File: src/conv_ctrl_pkg.sv
package conv_ctrl_pkg;

	// ----------------------------------------------------------------
	// Register map
	// ----------------------------------------------------------------
	localparam logic [6:0]  ADDR_CONVERSION_CONTROL = 7'h4c;
	localparam logic [6:0]  ADDR_RATE_FAULT_CONFIG  = 7'h4d;
	localparam logic [15:0] RESET_CONVERSION_CONTROL = 16'h2000;
	localparam logic [15:0] RESET_RATE_FAULT_CONFIG  = 16'h0070;

	// ----------------------------------------------------------------
	// Field positions, conversion_control
	// ----------------------------------------------------------------
	localparam int BIT_CONVERSION_MODE = 13;
	localparam int BIT_SOFT_START      = 12;
	localparam int BIT_SYNC_DAC_LOAD   = 11;
	localparam int BIT_ADC_REF_INT     = 10;
	localparam int BIT_ALARM_PIN_EN    = 9;
	localparam int BIT_DATA_AVAIL      = 7;
	localparam int BIT_GLOBAL_ALARM    = 6;

	// ----------------------------------------------------------------
	// Field positions, rate_and_fault_count_config
	// ----------------------------------------------------------------
	localparam int RATE_LSB       = 8;
	localparam int CH_FAULT_LSB   = 5;
	localparam int TEMP_FAULT_LSB = 3;
	localparam logic [1:0] RESET_SAMPLE_RATE   = 2'h0;
	localparam logic [2:0] RESET_CH_FAULT      = 3'h3;
	localparam logic [1:0] RESET_TEMP_FAULT    = 2'h2;

	// ----------------------------------------------------------------
	// Sizes
	// ----------------------------------------------------------------
	localparam int NUM_ADC_CH = 16;
	localparam int NUM_DAC_CH = 12;

	// ----------------------------------------------------------------
	// Timing
	// ----------------------------------------------------------------
	localparam int CLK_PERIOD_NS      = 10;
	localparam int BASE_SAMPLE_NS     = 2000;
	localparam int DAV_PULSE_NS       = 1000;
	localparam int BASE_SAMPLE_CYCLES = BASE_SAMPLE_NS / CLK_PERIOD_NS;
	localparam int DAV_PULSE_CYCLES   = DAV_PULSE_NS / CLK_PERIOD_NS;

	typedef enum logic [0:0] {
		SEQ_IDLE,
		SEQ_RUN
	} seq_state_t;

endpackage

File: src/conv_ctrl.sv
`timescale 1ns/1ps

// What this block does
// Bit 13 selects single-pass or continuous, resets 1
// Single-pass converts enabled channels once, then idles
// Continuous wraps to first channel until mode cleared
// Writing bit 12 starts conversion, bit self-clears
// Bit 11 loads written sync-mode DAC channels only
// Latch updates at once; load bit self-clears
// Bit 10 selects internal or external reference
// Bit 9 enables alarm pin, resets 0
// Bit 7 set after single-pass finishes, else 0
// Single-pass data pin is inverse of flag
// Continuous mode pulses data pin low 1 us
// Flag clears on data read, start, write 0
// Bit 6 sticky OR of alarms, cleared by status read
// Second register resets 0070h with three fields
// Rate field picks 500, 250, 125, 62.5 kSPS
// Channel fault count codes 1 to 256
// Reserved bits read 0; read-only bits ignore writes
module conv_ctrl
	import conv_ctrl_pkg::*;
(
	input  wire logic                  i_mclk,
	input  wire logic                  i_rst_n,
	input  wire logic [6:0]            i_reg_addr,
	input  wire logic                  i_reg_wr,
	input  wire logic                  i_reg_rd,
	input  wire logic [15:0]           i_reg_wdata,
	output logic      [15:0]           o_reg_rdata,
	input  wire logic [NUM_ADC_CH-1:0] i_chan_enable,
	input  wire logic                  i_adc_data_rd,
	input  wire logic                  i_status_rd,
	input  wire logic [15:0]           i_alarm_bits,
	input  wire logic                  i_alarm_active,
	input  wire logic [NUM_DAC_CH-1:0] i_dac_sync_update_select,
	input  wire logic [NUM_DAC_CH-1:0] i_dac_data_written,
	output logic      [NUM_DAC_CH-1:0] o_dac_latch_load,
	output logic                       o_sample_strobe,
	output logic      [3:0]            o_mux_chan,
	output logic                       o_busy,
	output logic                       o_int_ref_buf_en,
	output logic                       o_alarm_n,
	output logic                       o_data_available_pin_n,
	output logic      [1:0]            o_sample_rate_select,
	output logic      [8:0]            o_channel_fault_limit,
	output logic      [3:0]            o_temp_fault_limit
);

	// ----------------------------------------------------------------
	// Declarations
	// ----------------------------------------------------------------
	logic                  conversion_mode_select;
	logic                  soft_convert_start;
	logic                  sync_dac_load;
	logic                  adc_ref_int;
	logic                  alarm_pin_en;
	logic [1:0]            sample_rate_select;
	logic [2:0]            channel_fault_count;
	logic [1:0]            temp_fault_count;
	logic                  next_conversion_mode_select;
	logic                  next_soft_convert_start;
	logic                  next_sync_dac_load;
	logic                  next_adc_ref_int;
	logic                  next_alarm_pin_en;
	logic [1:0]            next_sample_rate_select;
	logic [2:0]            next_channel_fault_count;
	logic [1:0]            next_temp_fault_count;

	seq_state_t            state;
	seq_state_t            next_state;
	logic [3:0]            chan;
	logic [3:0]            next_chan;
	logic [10:0]           tick_cnt;
	logic [10:0]           next_tick_cnt;
	logic                  strobe;
	logic                  next_strobe;
	logic [6:0]            dav_cnt;
	logic [6:0]            next_dav_cnt;

	logic                  data_available_flag;
	logic                  next_data_available_flag;
	logic                  global_alarm_flag;
	logic                  next_global_alarm_flag;
	logic [NUM_DAC_CH-1:0] dac_pending;
	logic [NUM_DAC_CH-1:0] next_dac_pending;
	logic [NUM_DAC_CH-1:0] latch_load;
	logic [NUM_DAC_CH-1:0] next_latch_load;
	logic [15:0]           rdata;
	logic [15:0]           next_rdata;

	logic                  wr_ctrl;
	logic                  wr_cfg;
	logic                  start_now;
	logic                  seq_done;
	logic                  cont_wrap;
	logic [10:0]           period;
	logic [15:0]           ctrl_view;
	logic [15:0]           cfg_view;

	assign wr_ctrl = i_reg_wr && (i_reg_addr == ADDR_CONVERSION_CONTROL);
	assign wr_cfg  = i_reg_wr && (i_reg_addr == ADDR_RATE_FAULT_CONFIG);

	// Start is taken the cycle after the bit is written
	assign start_now = soft_convert_start;

	// Sample period doubles for each rate step
	assign period = 11'(BASE_SAMPLE_CYCLES) << sample_rate_select;

	// Lowest enabled channel above the given one; flag says none remain
	function automatic logic [4:0] next_enabled(input logic [3:0] from,
	                                             input logic first);
		logic [4:0] res;
		res = 5'h10;
		for (int i = NUM_ADC_CH - 1; i >= 0; i--) begin
			if (i_chan_enable[i] && (first || (4'(i) > from))) begin
				res = 5'(i);
			end
		end
		return res;
	endfunction

	// ----------------------------------------------------------------
	// Configuration registers
	// ----------------------------------------------------------------
	always_comb begin
		next_conversion_mode_select = conversion_mode_select;
		next_soft_convert_start     = soft_convert_start & ~start_now;
		next_sync_dac_load          = 1'b0;
		next_adc_ref_int            = adc_ref_int;
		next_alarm_pin_en           = alarm_pin_en;
		next_sample_rate_select     = sample_rate_select;
		next_channel_fault_count    = channel_fault_count;
		next_temp_fault_count       = temp_fault_count;
		if (wr_ctrl) begin
			next_conversion_mode_select = i_reg_wdata[BIT_CONVERSION_MODE];
			next_adc_ref_int            = i_reg_wdata[BIT_ADC_REF_INT];
			next_alarm_pin_en           = i_reg_wdata[BIT_ALARM_PIN_EN];
			if (i_reg_wdata[BIT_SOFT_START]) begin
				next_soft_convert_start = 1'b1;
			end
			next_sync_dac_load = i_reg_wdata[BIT_SYNC_DAC_LOAD];
		end
		if (wr_cfg) begin
			next_sample_rate_select  = i_reg_wdata[RATE_LSB+:2];
			next_channel_fault_count = i_reg_wdata[CH_FAULT_LSB+:3];
			next_temp_fault_count    = i_reg_wdata[TEMP_FAULT_LSB+:2];
		end
	end

	always_ff @(posedge i_mclk or negedge i_rst_n) begin
		if (!i_rst_n) begin
			conversion_mode_select <= RESET_CONVERSION_CONTROL[BIT_CONVERSION_MODE];
			soft_convert_start     <= 1'b0;
			sync_dac_load          <= 1'b0;
			adc_ref_int            <= 1'b0;
			alarm_pin_en           <= 1'b0;
			sample_rate_select     <= RESET_SAMPLE_RATE;
			channel_fault_count    <= RESET_CH_FAULT;
			temp_fault_count       <= RESET_TEMP_FAULT;
		end else begin
			conversion_mode_select <= next_conversion_mode_select;
			soft_convert_start     <= next_soft_convert_start;
			sync_dac_load          <= next_sync_dac_load;
			adc_ref_int            <= next_adc_ref_int;
			alarm_pin_en           <= next_alarm_pin_en;
			sample_rate_select     <= next_sample_rate_select;
			channel_fault_count    <= next_channel_fault_count;
			temp_fault_count       <= next_temp_fault_count;
		end
	end

	// ----------------------------------------------------------------
	// Channel sequencer
	// ----------------------------------------------------------------
	// One channel per sample period; a start while running restarts the pass
	always_comb begin
		logic [4:0] nxt;
		nxt           = next_enabled(chan, 1'b0);
		next_state    = state;
		next_chan     = chan;
		next_tick_cnt = tick_cnt;
		next_strobe   = 1'b0;
		seq_done      = 1'b0;
		cont_wrap     = 1'b0;
		if (start_now) begin
			nxt = next_enabled(4'h0, 1'b1);
			next_tick_cnt = 11'h000;
			if (nxt[4]) begin
				next_state = SEQ_IDLE; // nothing enabled: finish at once
				seq_done   = 1'b1;
			end else begin
				next_state = SEQ_RUN;
				next_chan  = nxt[3:0];
			end
		end else begin
			case (state)
				SEQ_IDLE: begin
					next_tick_cnt = 11'h000;
				end
				SEQ_RUN: begin
					if (tick_cnt >= period - 11'h001) begin
						next_tick_cnt = 11'h000;
						if (!nxt[4]) begin
							next_chan = nxt[3:0];
						end else if (conversion_mode_select) begin
							nxt       = next_enabled(4'h0, 1'b1);
							cont_wrap = 1'b1;
							if (nxt[4]) begin
								next_state = SEQ_IDLE;
							end else begin
								next_chan = nxt[3:0];
							end
						end else begin
							next_state = SEQ_IDLE;
							seq_done   = 1'b1;
						end
					end else begin
						next_tick_cnt = tick_cnt + 11'h001;
						// Strobe in the period's last cycle, while the mux still holds it
						next_strobe   = (tick_cnt == period - 11'h002);
					end
				end
				default: begin
					next_state = SEQ_IDLE;
				end
			endcase
		end
	end

	always_ff @(posedge i_mclk or negedge i_rst_n) begin
		if (!i_rst_n) begin
			state    <= SEQ_IDLE;
			chan     <= 4'h0;
			tick_cnt <= 11'h000;
			strobe   <= 1'b0;
		end else begin
			state    <= next_state;
			chan     <= next_chan;
			tick_cnt <= next_tick_cnt;
			strobe   <= next_strobe;
		end
	end

	// ----------------------------------------------------------------
	// Data-available and alarm flags
	// ----------------------------------------------------------------
	// Sets are applied last so an event in a clearing cycle survives
	always_comb begin
		next_data_available_flag = data_available_flag;
		next_global_alarm_flag   = global_alarm_flag;
		next_dav_cnt             = (dav_cnt != 7'h00) ? dav_cnt - 7'h01 : 7'h00;
		if (i_adc_data_rd || start_now ||
		    (wr_ctrl && !i_reg_wdata[BIT_DATA_AVAIL])) begin
			next_data_available_flag = 1'b0;
		end
		if (seq_done && !conversion_mode_select) begin
			next_data_available_flag = 1'b1;
		end
		if (cont_wrap) begin
			next_dav_cnt = 7'(DAV_PULSE_CYCLES);
		end
		if (i_status_rd) begin
			next_global_alarm_flag = 1'b0;
		end
		if (|i_alarm_bits) begin
			next_global_alarm_flag = 1'b1;
		end
	end

	always_ff @(posedge i_mclk or negedge i_rst_n) begin
		if (!i_rst_n) begin
			data_available_flag <= 1'b0;
			global_alarm_flag   <= 1'b0;
			dav_cnt             <= 7'h00;
		end else begin
			data_available_flag <= next_data_available_flag;
			global_alarm_flag   <= next_global_alarm_flag;
			dav_cnt             <= next_dav_cnt;
		end
	end

	// ----------------------------------------------------------------
	// Synchronous DAC load
	// ----------------------------------------------------------------
	// Only channels written since the last load and in sync mode move
	always_comb begin
		next_latch_load  = {NUM_DAC_CH{1'b0}};
		next_dac_pending = dac_pending;
		if (sync_dac_load) begin
			next_latch_load  = dac_pending & i_dac_sync_update_select;
			next_dac_pending = dac_pending & ~i_dac_sync_update_select;
		end
		next_dac_pending = next_dac_pending | i_dac_data_written;
	end

	always_ff @(posedge i_mclk or negedge i_rst_n) begin
		if (!i_rst_n) begin
			dac_pending <= {NUM_DAC_CH{1'b0}};
			latch_load  <= {NUM_DAC_CH{1'b0}};
		end else begin
			dac_pending <= next_dac_pending;
			latch_load  <= next_latch_load;
		end
	end

	// ----------------------------------------------------------------
	// Register readback
	// ----------------------------------------------------------------
	// Reserved bits stay zero; flag is masked to 0 in continuous mode
	always_comb begin
		ctrl_view = 16'h0000;
		ctrl_view[BIT_CONVERSION_MODE] = conversion_mode_select;
		ctrl_view[BIT_SOFT_START]      = soft_convert_start;
		ctrl_view[BIT_SYNC_DAC_LOAD]   = sync_dac_load;
		ctrl_view[BIT_ADC_REF_INT]     = adc_ref_int;
		ctrl_view[BIT_ALARM_PIN_EN]    = alarm_pin_en;
		ctrl_view[BIT_DATA_AVAIL]      = data_available_flag & ~conversion_mode_select;
		ctrl_view[BIT_GLOBAL_ALARM]    = global_alarm_flag;
		cfg_view = 16'h0000;
		cfg_view[RATE_LSB+:2]       = sample_rate_select;
		cfg_view[CH_FAULT_LSB+:3]   = channel_fault_count;
		cfg_view[TEMP_FAULT_LSB+:2] = temp_fault_count;
		next_rdata = rdata;
		if (i_reg_rd) begin
			case (i_reg_addr)
				ADDR_CONVERSION_CONTROL: next_rdata = ctrl_view;
				ADDR_RATE_FAULT_CONFIG:  next_rdata = cfg_view;
				default:                 next_rdata = 16'h0000;
			endcase
		end
	end

	always_ff @(posedge i_mclk or negedge i_rst_n) begin
		if (!i_rst_n) begin
			rdata <= 16'h0000;
		end else begin
			rdata <= next_rdata;
		end
	end

	// ----------------------------------------------------------------
	// Outputs
	// ----------------------------------------------------------------
	assign o_reg_rdata      = rdata;
	assign o_dac_latch_load = latch_load;
	assign o_sample_strobe  = strobe;
	assign o_mux_chan       = chan;
	assign o_busy           = (state == SEQ_RUN);
	assign o_int_ref_buf_en = adc_ref_int;
	assign o_alarm_n        = ~(alarm_pin_en & i_alarm_active);
	assign o_sample_rate_select = sample_rate_select;
	assign o_temp_fault_limit   = 4'h1 << temp_fault_count;

	// Code 0 means one sample, others 4 doubling upward
	assign o_channel_fault_limit = (channel_fault_count == 3'h0) ? 9'h001 :
	                               (9'h002 << channel_fault_count);

	// Pin low while flag set (single pass) or during the pulse (continuous)
	assign o_data_available_pin_n = conversion_mode_select ? (dav_cnt == 7'h00) :
	                                ~data_available_flag;

endmodule // conv_ctrl

File: config.mk
export PLATFORM = sky130hd
export DESIGN_NAME = conv_ctrl
export DESIGN_NICKNAME = d
export VERILOG_FILES = /design/src/conv_ctrl_pkg.sv /design/src/conv_ctrl.sv
export SDC_FILE = /design/constraint.sdc
export NUM_CORES = 1
export LEC_CHECK = 0
export ABC_AREA = 1
export BUFFER_PORTS_ARGS = -buffer_cell sky130_fd_sc_hd__buf_2
export CORE_MARGIN = 2
export CORE_UTILIZATION = 46
export CTS_CLUSTER_SIZE = 20
export DETAILED_ROUTE_END_ITERATION = 12
export MAX_ROUTING_LAYER = met4
export PLACE_DENSITY = 0.77
export SYNTH_ARGS = -nofsm -noshare
export SYNTH_HDL_FRONTEND = slang
export SYNTH_SLANG_ARGS = --single-unit
File: constraint.sdc
create_clock -name i_mclk -period 2.2 [get_ports i_mclk]
set_input_delay 0.44 -clock i_mclk [delete_from_list [all_inputs] [get_ports i_mclk]]
set_output_delay 0.44 -clock i_mclk [all_outputs]
set_load 0.01 [all_outputs]
## Word level (Yosys, flattened, before mapping)

Index checks and enable logic that the tools add are counted.

| word-level totals | value |
|---|---|
| register bits after elaboration | 78 |
| latch bits | 0 |
| memory bits (writable) | 0 |
| memory bits (read-only) | 0 |
| input bits | 86 |
| memories kept | 0 |

| operators by class | value |
|---|---|
| $add $sub $neg | 4 |
| $mul | 0 |
| div/mod/pow operators | 0 |
| magnitude comparators | 17 |
| equality and inequality tests | 6 |
| shift-type cells | 3 |
| mux-type cells | 83 |
| bitwise gates (word level) | 10 |
| reductions and logical operators | 33 |

Operators with widths:

| kind | number |
|---|---|
| 2-to-1 mux 5 bit | 38 |
| greater-than comparator 4 bit, first input constant | 8 |
| 2-to-1 mux 1 bit | 29 |
| 2-to-1 mux 4 bit | 7 |
| case mux 14 bit (2 select lines) | 1 |
| AND 12 bit | 2 |
| 2-to-1 mux 12 bit | 2 |
| 2-to-1 mux 11 bit | 2 |
| case mux 11 bit (2 select lines) | 1 |
| logical AND 1 bit | 20 |
| greater-than comparator 3 x 4 -> 1 bit, first input constant | 4 |
| OR reduction 16 bit | 1 |
| equality test 7 bit, second input constant | 2 |
| 2-to-1 mux 7 bit | 2 |
| inverter 12 bit | 1 |
| bitwise OR 12 bit | 1 |
| adder 11 x 1 -> 11 bit, second input constant | 1 |
| equality test 11 bit | 1 |
| >= comparator 11 bit | 1 |
| << shifter 8 x 2 -> 11 bit, first input constant | 1 |
| subtractor 11 x 1 -> 11 bit, second input constant | 1 |
| subtractor 11 x 2 -> 11 bit, second input constant | 1 |
| 2-to-1 mux 9 bit | 1 |
| << shifter 2 x 3 -> 9 bit, first input constant | 1 |
| other kinds (15) | 27 |

## Logic depth before layout (Yosys ltp)

| depth | value |
|---|---|
| depth in word-level cells | 28 |
| mapped depth | 20 |
| gate-level depth less buffers | 19 |

## Least setup slack after synthesis

OpenSTA, ideal clock, no wires.

| timing path | value |
|---|---|
| path kind | reg-to-reg |
| start point | register sample_rate_select[1], in the netlist o_sample_rate_select[1] |
| end point | register dav_cnt[4] |
| arrival time | 2.287 ns |
| data required time | 2.087 ns |
| path slack | -0.200 ns |
| cell stages (with the launch flop) | 16 |
| path buffers | 0 |
| cells stage by stage | dfrtp_1 > inv_1 > ha_1 > inv_1 > ha_1 > ha_1 > nand2_1 > nor4_1 > nand4_1 > nand4_1 > nand2_1 > inv_1 > nand4_2 > nand2_2 > or2_1 > inv_1 |

| on the way | value |
|---|---|
| longest elaborated chain between the ends | 7 |

Ends and longest elaborated chain:

| element | line | text |
|---|---|---|
| from (decl) | conv_ctrl.sv:58 | `logic [1:0] sample_rate_select;` |
| from (signal assigned) | conv_ctrl.sv:167 | `sample_rate_select <= next_sample_rate_select;` |
| << shifter 8 x 2 -> 11 bit | conv_ctrl.sv:108 | `assign period = 11'(BASE_SAMPLE_CYCLES) << sample_rate_select;` |
| subtractor 11 x 1 -> 11 bit | conv_ctrl.sv:202 | `if (tick_cnt >= period - 11'h001) begin` |
| >= comparator 11 bit | conv_ctrl.sv:202 |  |
| 2-to-1 mux 1 bit | conv_ctrl.sv:202 |  |
| 2-to-1 mux 1 bit | conv_ctrl.sv:197 | `case (state)` |
| 2-to-1 mux 1 bit | conv_ctrl.sv:186 | `if (start_now) begin` |
| 2-to-1 mux 7 bit | conv_ctrl.sv:260 | `if (cont_wrap) begin` |
| net next_dav_cnt[4] | conv_ctrl.sv:79 | `logic [6:0] next_dav_cnt;` |
| to (signal assigned) | conv_ctrl.sv:279 | `dav_cnt <= next_dav_cnt;` |
| to (decl) | conv_ctrl.sv:78 | `logic [6:0] dav_cnt;` |

The timed path passes the listed nets, and every way through them passes these cells.
A chain may end at the register's enable or synchronous reset.

## Worst setup path in the final report

| timing path | value |
|---|---|
| start point | register sample_rate_select[0], in the netlist o_sample_rate_select[0] |
| end point | register dav_cnt[4] |

Same word-level chain as after synthesis.

==> flow_metrics.tcl <==
set metrics [dict create \
    diodes 0 \
    initial_utilization_pct 46.9 \
    grt-ovfl-total 0 \
    synthAdderAreaFrac_pct 5.25 \
    grt_max_degree 27 \
    hp-class "input pin to async pin" \
    fill_cells 722 \
    vias 3780 \
    grt.total_usage_pct 21.5 \
    fp.dieW_um 97.9 \
    fmax_mhz 416 \
    syn-cell-area_um2 4050 \
    ys_seq_elements 73 \
    cp.required_ns 2.48 \
    postLayoutCellArea_um2 5440 \
    met3_usage_pct 4.51 \
    use_met1_pct 25.5 \
    dieHeight_um 97.9 \
    rsz0062_at_grt "yes" \
    worst_pin_slew_ns 0.630 \
    wl_per_cell_um 13.2 \
    seq_area_frac_synth_pct 45.2 \
    dp_hpwl_um 7610 \
    vias_per_cell 4.99 \
    cpMaxStageDelayCell "dfrtp_2" \
    postSynthAreaPerCell_um2 8.17 \
    worstSetupPathType "flip-flop to flip-flop" \
    cp.depth 16 \
    ir_drop_mv 0.346 \
    io_pins 138 \
    final_common_cell "buf_2" \
    synthArstFlopShare_pct 100 \
    crit_arrival_ns 2.68 \
    crit_buf_inv 5 \
    antenna_found_initial 0 \
    clkSinkCount 73 \
    grt_pass1_vias 3698 \
    setup_viol 24 \
    grt_pass1_wl_um 16500 \
    dp_worst_setup_slack_ns -0.212 \
    final_cell_mix "buf_2 (126), nand2_1 (108), inv_1 (68)" \
    slew_headroom_pct 58.0 \
    synth_top_family_by_area "simple AND/OR/NAND/NOR gates" \
    crit_path_end_kind "flip-flop" \
    synth_compound_area_share_pct 10.5 \
    drc 0 \
    crit_fanout 4 \
    ant_nets 0 \
    drv_slew 0 \
    cpLargestDelayFamily "simple AND/OR/NAND/NOR gates" \
    wirelength_um 10000 \
    yosysWarnings 0 \
    synthFlopType "dfrtp_1" \
    post_dp_cell_area_um2 4940 \
    clk_latency_ns 0.34 \
    fin_ws_ns -0.206 \
    yosys.area_share.simple_pct 27.0 \
    max_stage_delay_ns 0.44 \
    syn2layout_area_growth_pct 34.2 \
    die_area_um2 9580 \
    clk_pin_slew_ns 0.08 \
    synth_xor_area_share_pct 1.94 \
    synth.distinct_cells 51 \
    num_rows 34 \
    numCtsBuffers 9 \
    syn_inst 496 \
    max-cap-violations 0 \
    gr-usage-met2_pct 36.4 \
    crit_chain "inv_2 -> ha_4 -> inv_2 -> ha_4 -> ha_4 -> buf_6 -> a21oi_2 -> o21ai_1 -> nand2_1 -> nand4_1 -> nand2_1 -> inv_2 -> nand4_4 -> nand2_4 -> or2_1 -> inv_1" \
    power_density_nw_per_um2 810 \
    htree_levels 3 \
    clock-root-buffer "clkbuf_8" \
    p_leak_nw 2.92 \
    setup_tns_ns -2.30 \
    cts_buffer_depth 2 \
    hold_viol 0 \
    cp-start-kind "flip-flop" \
    cts_tree "yes" \
    skew_ns 0.0122 \
    firstDrtPassIters 4 \
    fin_crit_sh_pct 109 \
    synthMuxAreaShare_pct 0.802 \
    globalplace.congestion 0.867 \
    drtIter0Drc 151 \
    failed_checks "setup timing" \
    status "finished with violations" \
    portBuffers 126 \
    synth_edf_count 0 \
    period_needed_ns 2.41 \
    reg2regPathDepth 16 \
    drive_above_1_share_pct 35.9 \
    core_um2 8640 \
    fin_nets 747 \
    busiest_layer "met2" \
]
## Yosys cell counts (3+ instances only)
| library cell | count | area [um^2] |
|---|---|---|
| nand3_1 | 19 | 95.1 |
| xor2_1 | 7 | 61.3 |
| nand2_2 | 9 | 56.3 |
| nor4_1 | 11 | 68.8 |
| nor2_1 | 52 | 195 |
| nand4_1 | 3 | 18.8 |
| nand2_1 | 111 | 417 |
| inv_1 | 73 | 274 |
| nand3_2 | 3 | 30.0 |
| a21oi_1 | 11 | 55.1 |
| o21ai_0 | 17 | 85.1 |
| clkbuf_1 | 4 | 15.0 |
| or2_2 | 3 | 18.8 |
| a21o_1 | 12 | 90.1 |
| dfstp_2 | 4 | 105 |
| buf_4 | 6 | 45.0 |
| a31oi_1 | 3 | 18.8 |
| o31ai_1 | 7 | 52.6 |
| dfrtp_1 | 69 | 1730 |
| inv_2 | 3 | 11.3 |
| nor3_1 | 13 | 65.1 |
| ha_1 | 17 | 213 |
## per-stage QoR
step / hold WS [ns] / std cells / power, mW / util (%)
floorplan: 0.144 / 501 / 2.51 / -
global placement: 0.412 / 736 / 2.83 / 57.2
detailed placement: 0.415 / 736 / 2.90 / 57.2
CTS: 0.111 / 754 / 4.28 / 61.2
global route: 0.136 / 757 / 4.69 / 63.0
finish: 0.106 / 757 / 4.41 / 63.0
## sequential cells by signal, indices dropped and copies added (netlist names)
register                cells
dac_pending                12
o_sample_strobe             1
soft_convert_start          1
temp_fault_count            2
o_mux_chan                  4
o_busy                      1
tick_cnt                   11
data_available_flag         1
dav_cnt                     7
channel_fault_count         3
alarm_pin_en                1
conversion_mode_select      1
o_sample_rate_select        2
o_reg_rdata                11
o_dac_latch_load           12
global_alarm_flag           1
sync_dac_load               1
o_int_ref_buf_en            1
## layout make-up
type                    instances  area (um^2)  share of cell area (%)
multi-input cells             338         2100                    38.5
clock inverters                 4         98.8                    1.82
flip-flops and latches         73         1830                    33.7
clock buffers                  12          155                    2.85
inverters                      77          297                    5.45
repair buffers                145          826                    15.2
well taps                     108          135                    2.48
## kinds of logic after synthesis
family,Yosys count
adders and majority gates,17
DFF,73
other,1
AOI/OAI and AO/OA,65
and+or+nand+nor,238
xor gates and xnor gates,9
buffers and inverters,90
muxes,3
## final timing paths
path | start | slack, ns | end
hold reg to reg | dav_cnt[0]$_DFF_PN0_ | 0.42 | dav_cnt[0]$_DFF_PN0_
max in group asynchronous | i_rst_n | 1.46 | temp_fault_count[1]$_DFFE_PN1P_
setup reg to reg | o_sample_rate_select[0]$_DFFE_PN0P_ | -0.21 | dav_cnt[4]$_DFF_PN0_
setup / recovery | o_sample_rate_select[0]$_DFFE_PN0P_ | -0.21 | dav_cnt[4]$_DFF_PN0_
hold / removal | i_rst_n | 0.11 | o_reg_rdata[10]$_DFFE_PN0P_
min in group i_mclk | i_status_rd | 0.26 | global_alarm_flag$_DFFE_PN0P_
## timing repair
| item | CTS | global route |
|---|---|---|
| gates resized for setup | 13 | 33 |
| hold buffers | 0 | 0 |
| pin swaps | 11 | 15 |
| setup endpoints to repair | 24 | 26 |
| setup buffers | 2 | 3 |
## worst register-to-register path, cell delays in order (launching register included)
cell	delay, ns
dfrtp_2	0.44
inv_2	0.10
ha_4	0.14
inv_2	0.04
ha_4	0.26
ha_4	0.20
buf_6	0.12
a21oi_2	0.14
o21ai_1	0.09
nand2_1	0.06
nand4_1	0.15
nand2_1	0.13
inv_2	0.06
nand4_4	0.08
nand2_4	0.07
or2_1	0.21
inv_1	0.05
## per-layer routing
| layer | part of all wire, % | routed length, um |
|---|---|---|
| met3 | 4.2 | 416 |
| met1 | 41 | 4140 |
| met4 | 1.8 | 184 |
| met2 | 53 | 5280 |
| met5 | 0 | 0 |
## report_power, final
group          internal (mW)  switching (mW)
Sequential              1.49           0.200
Combinational          0.604           0.803
Clock                  0.818           0.495
(Power assumes the default switching activity.)
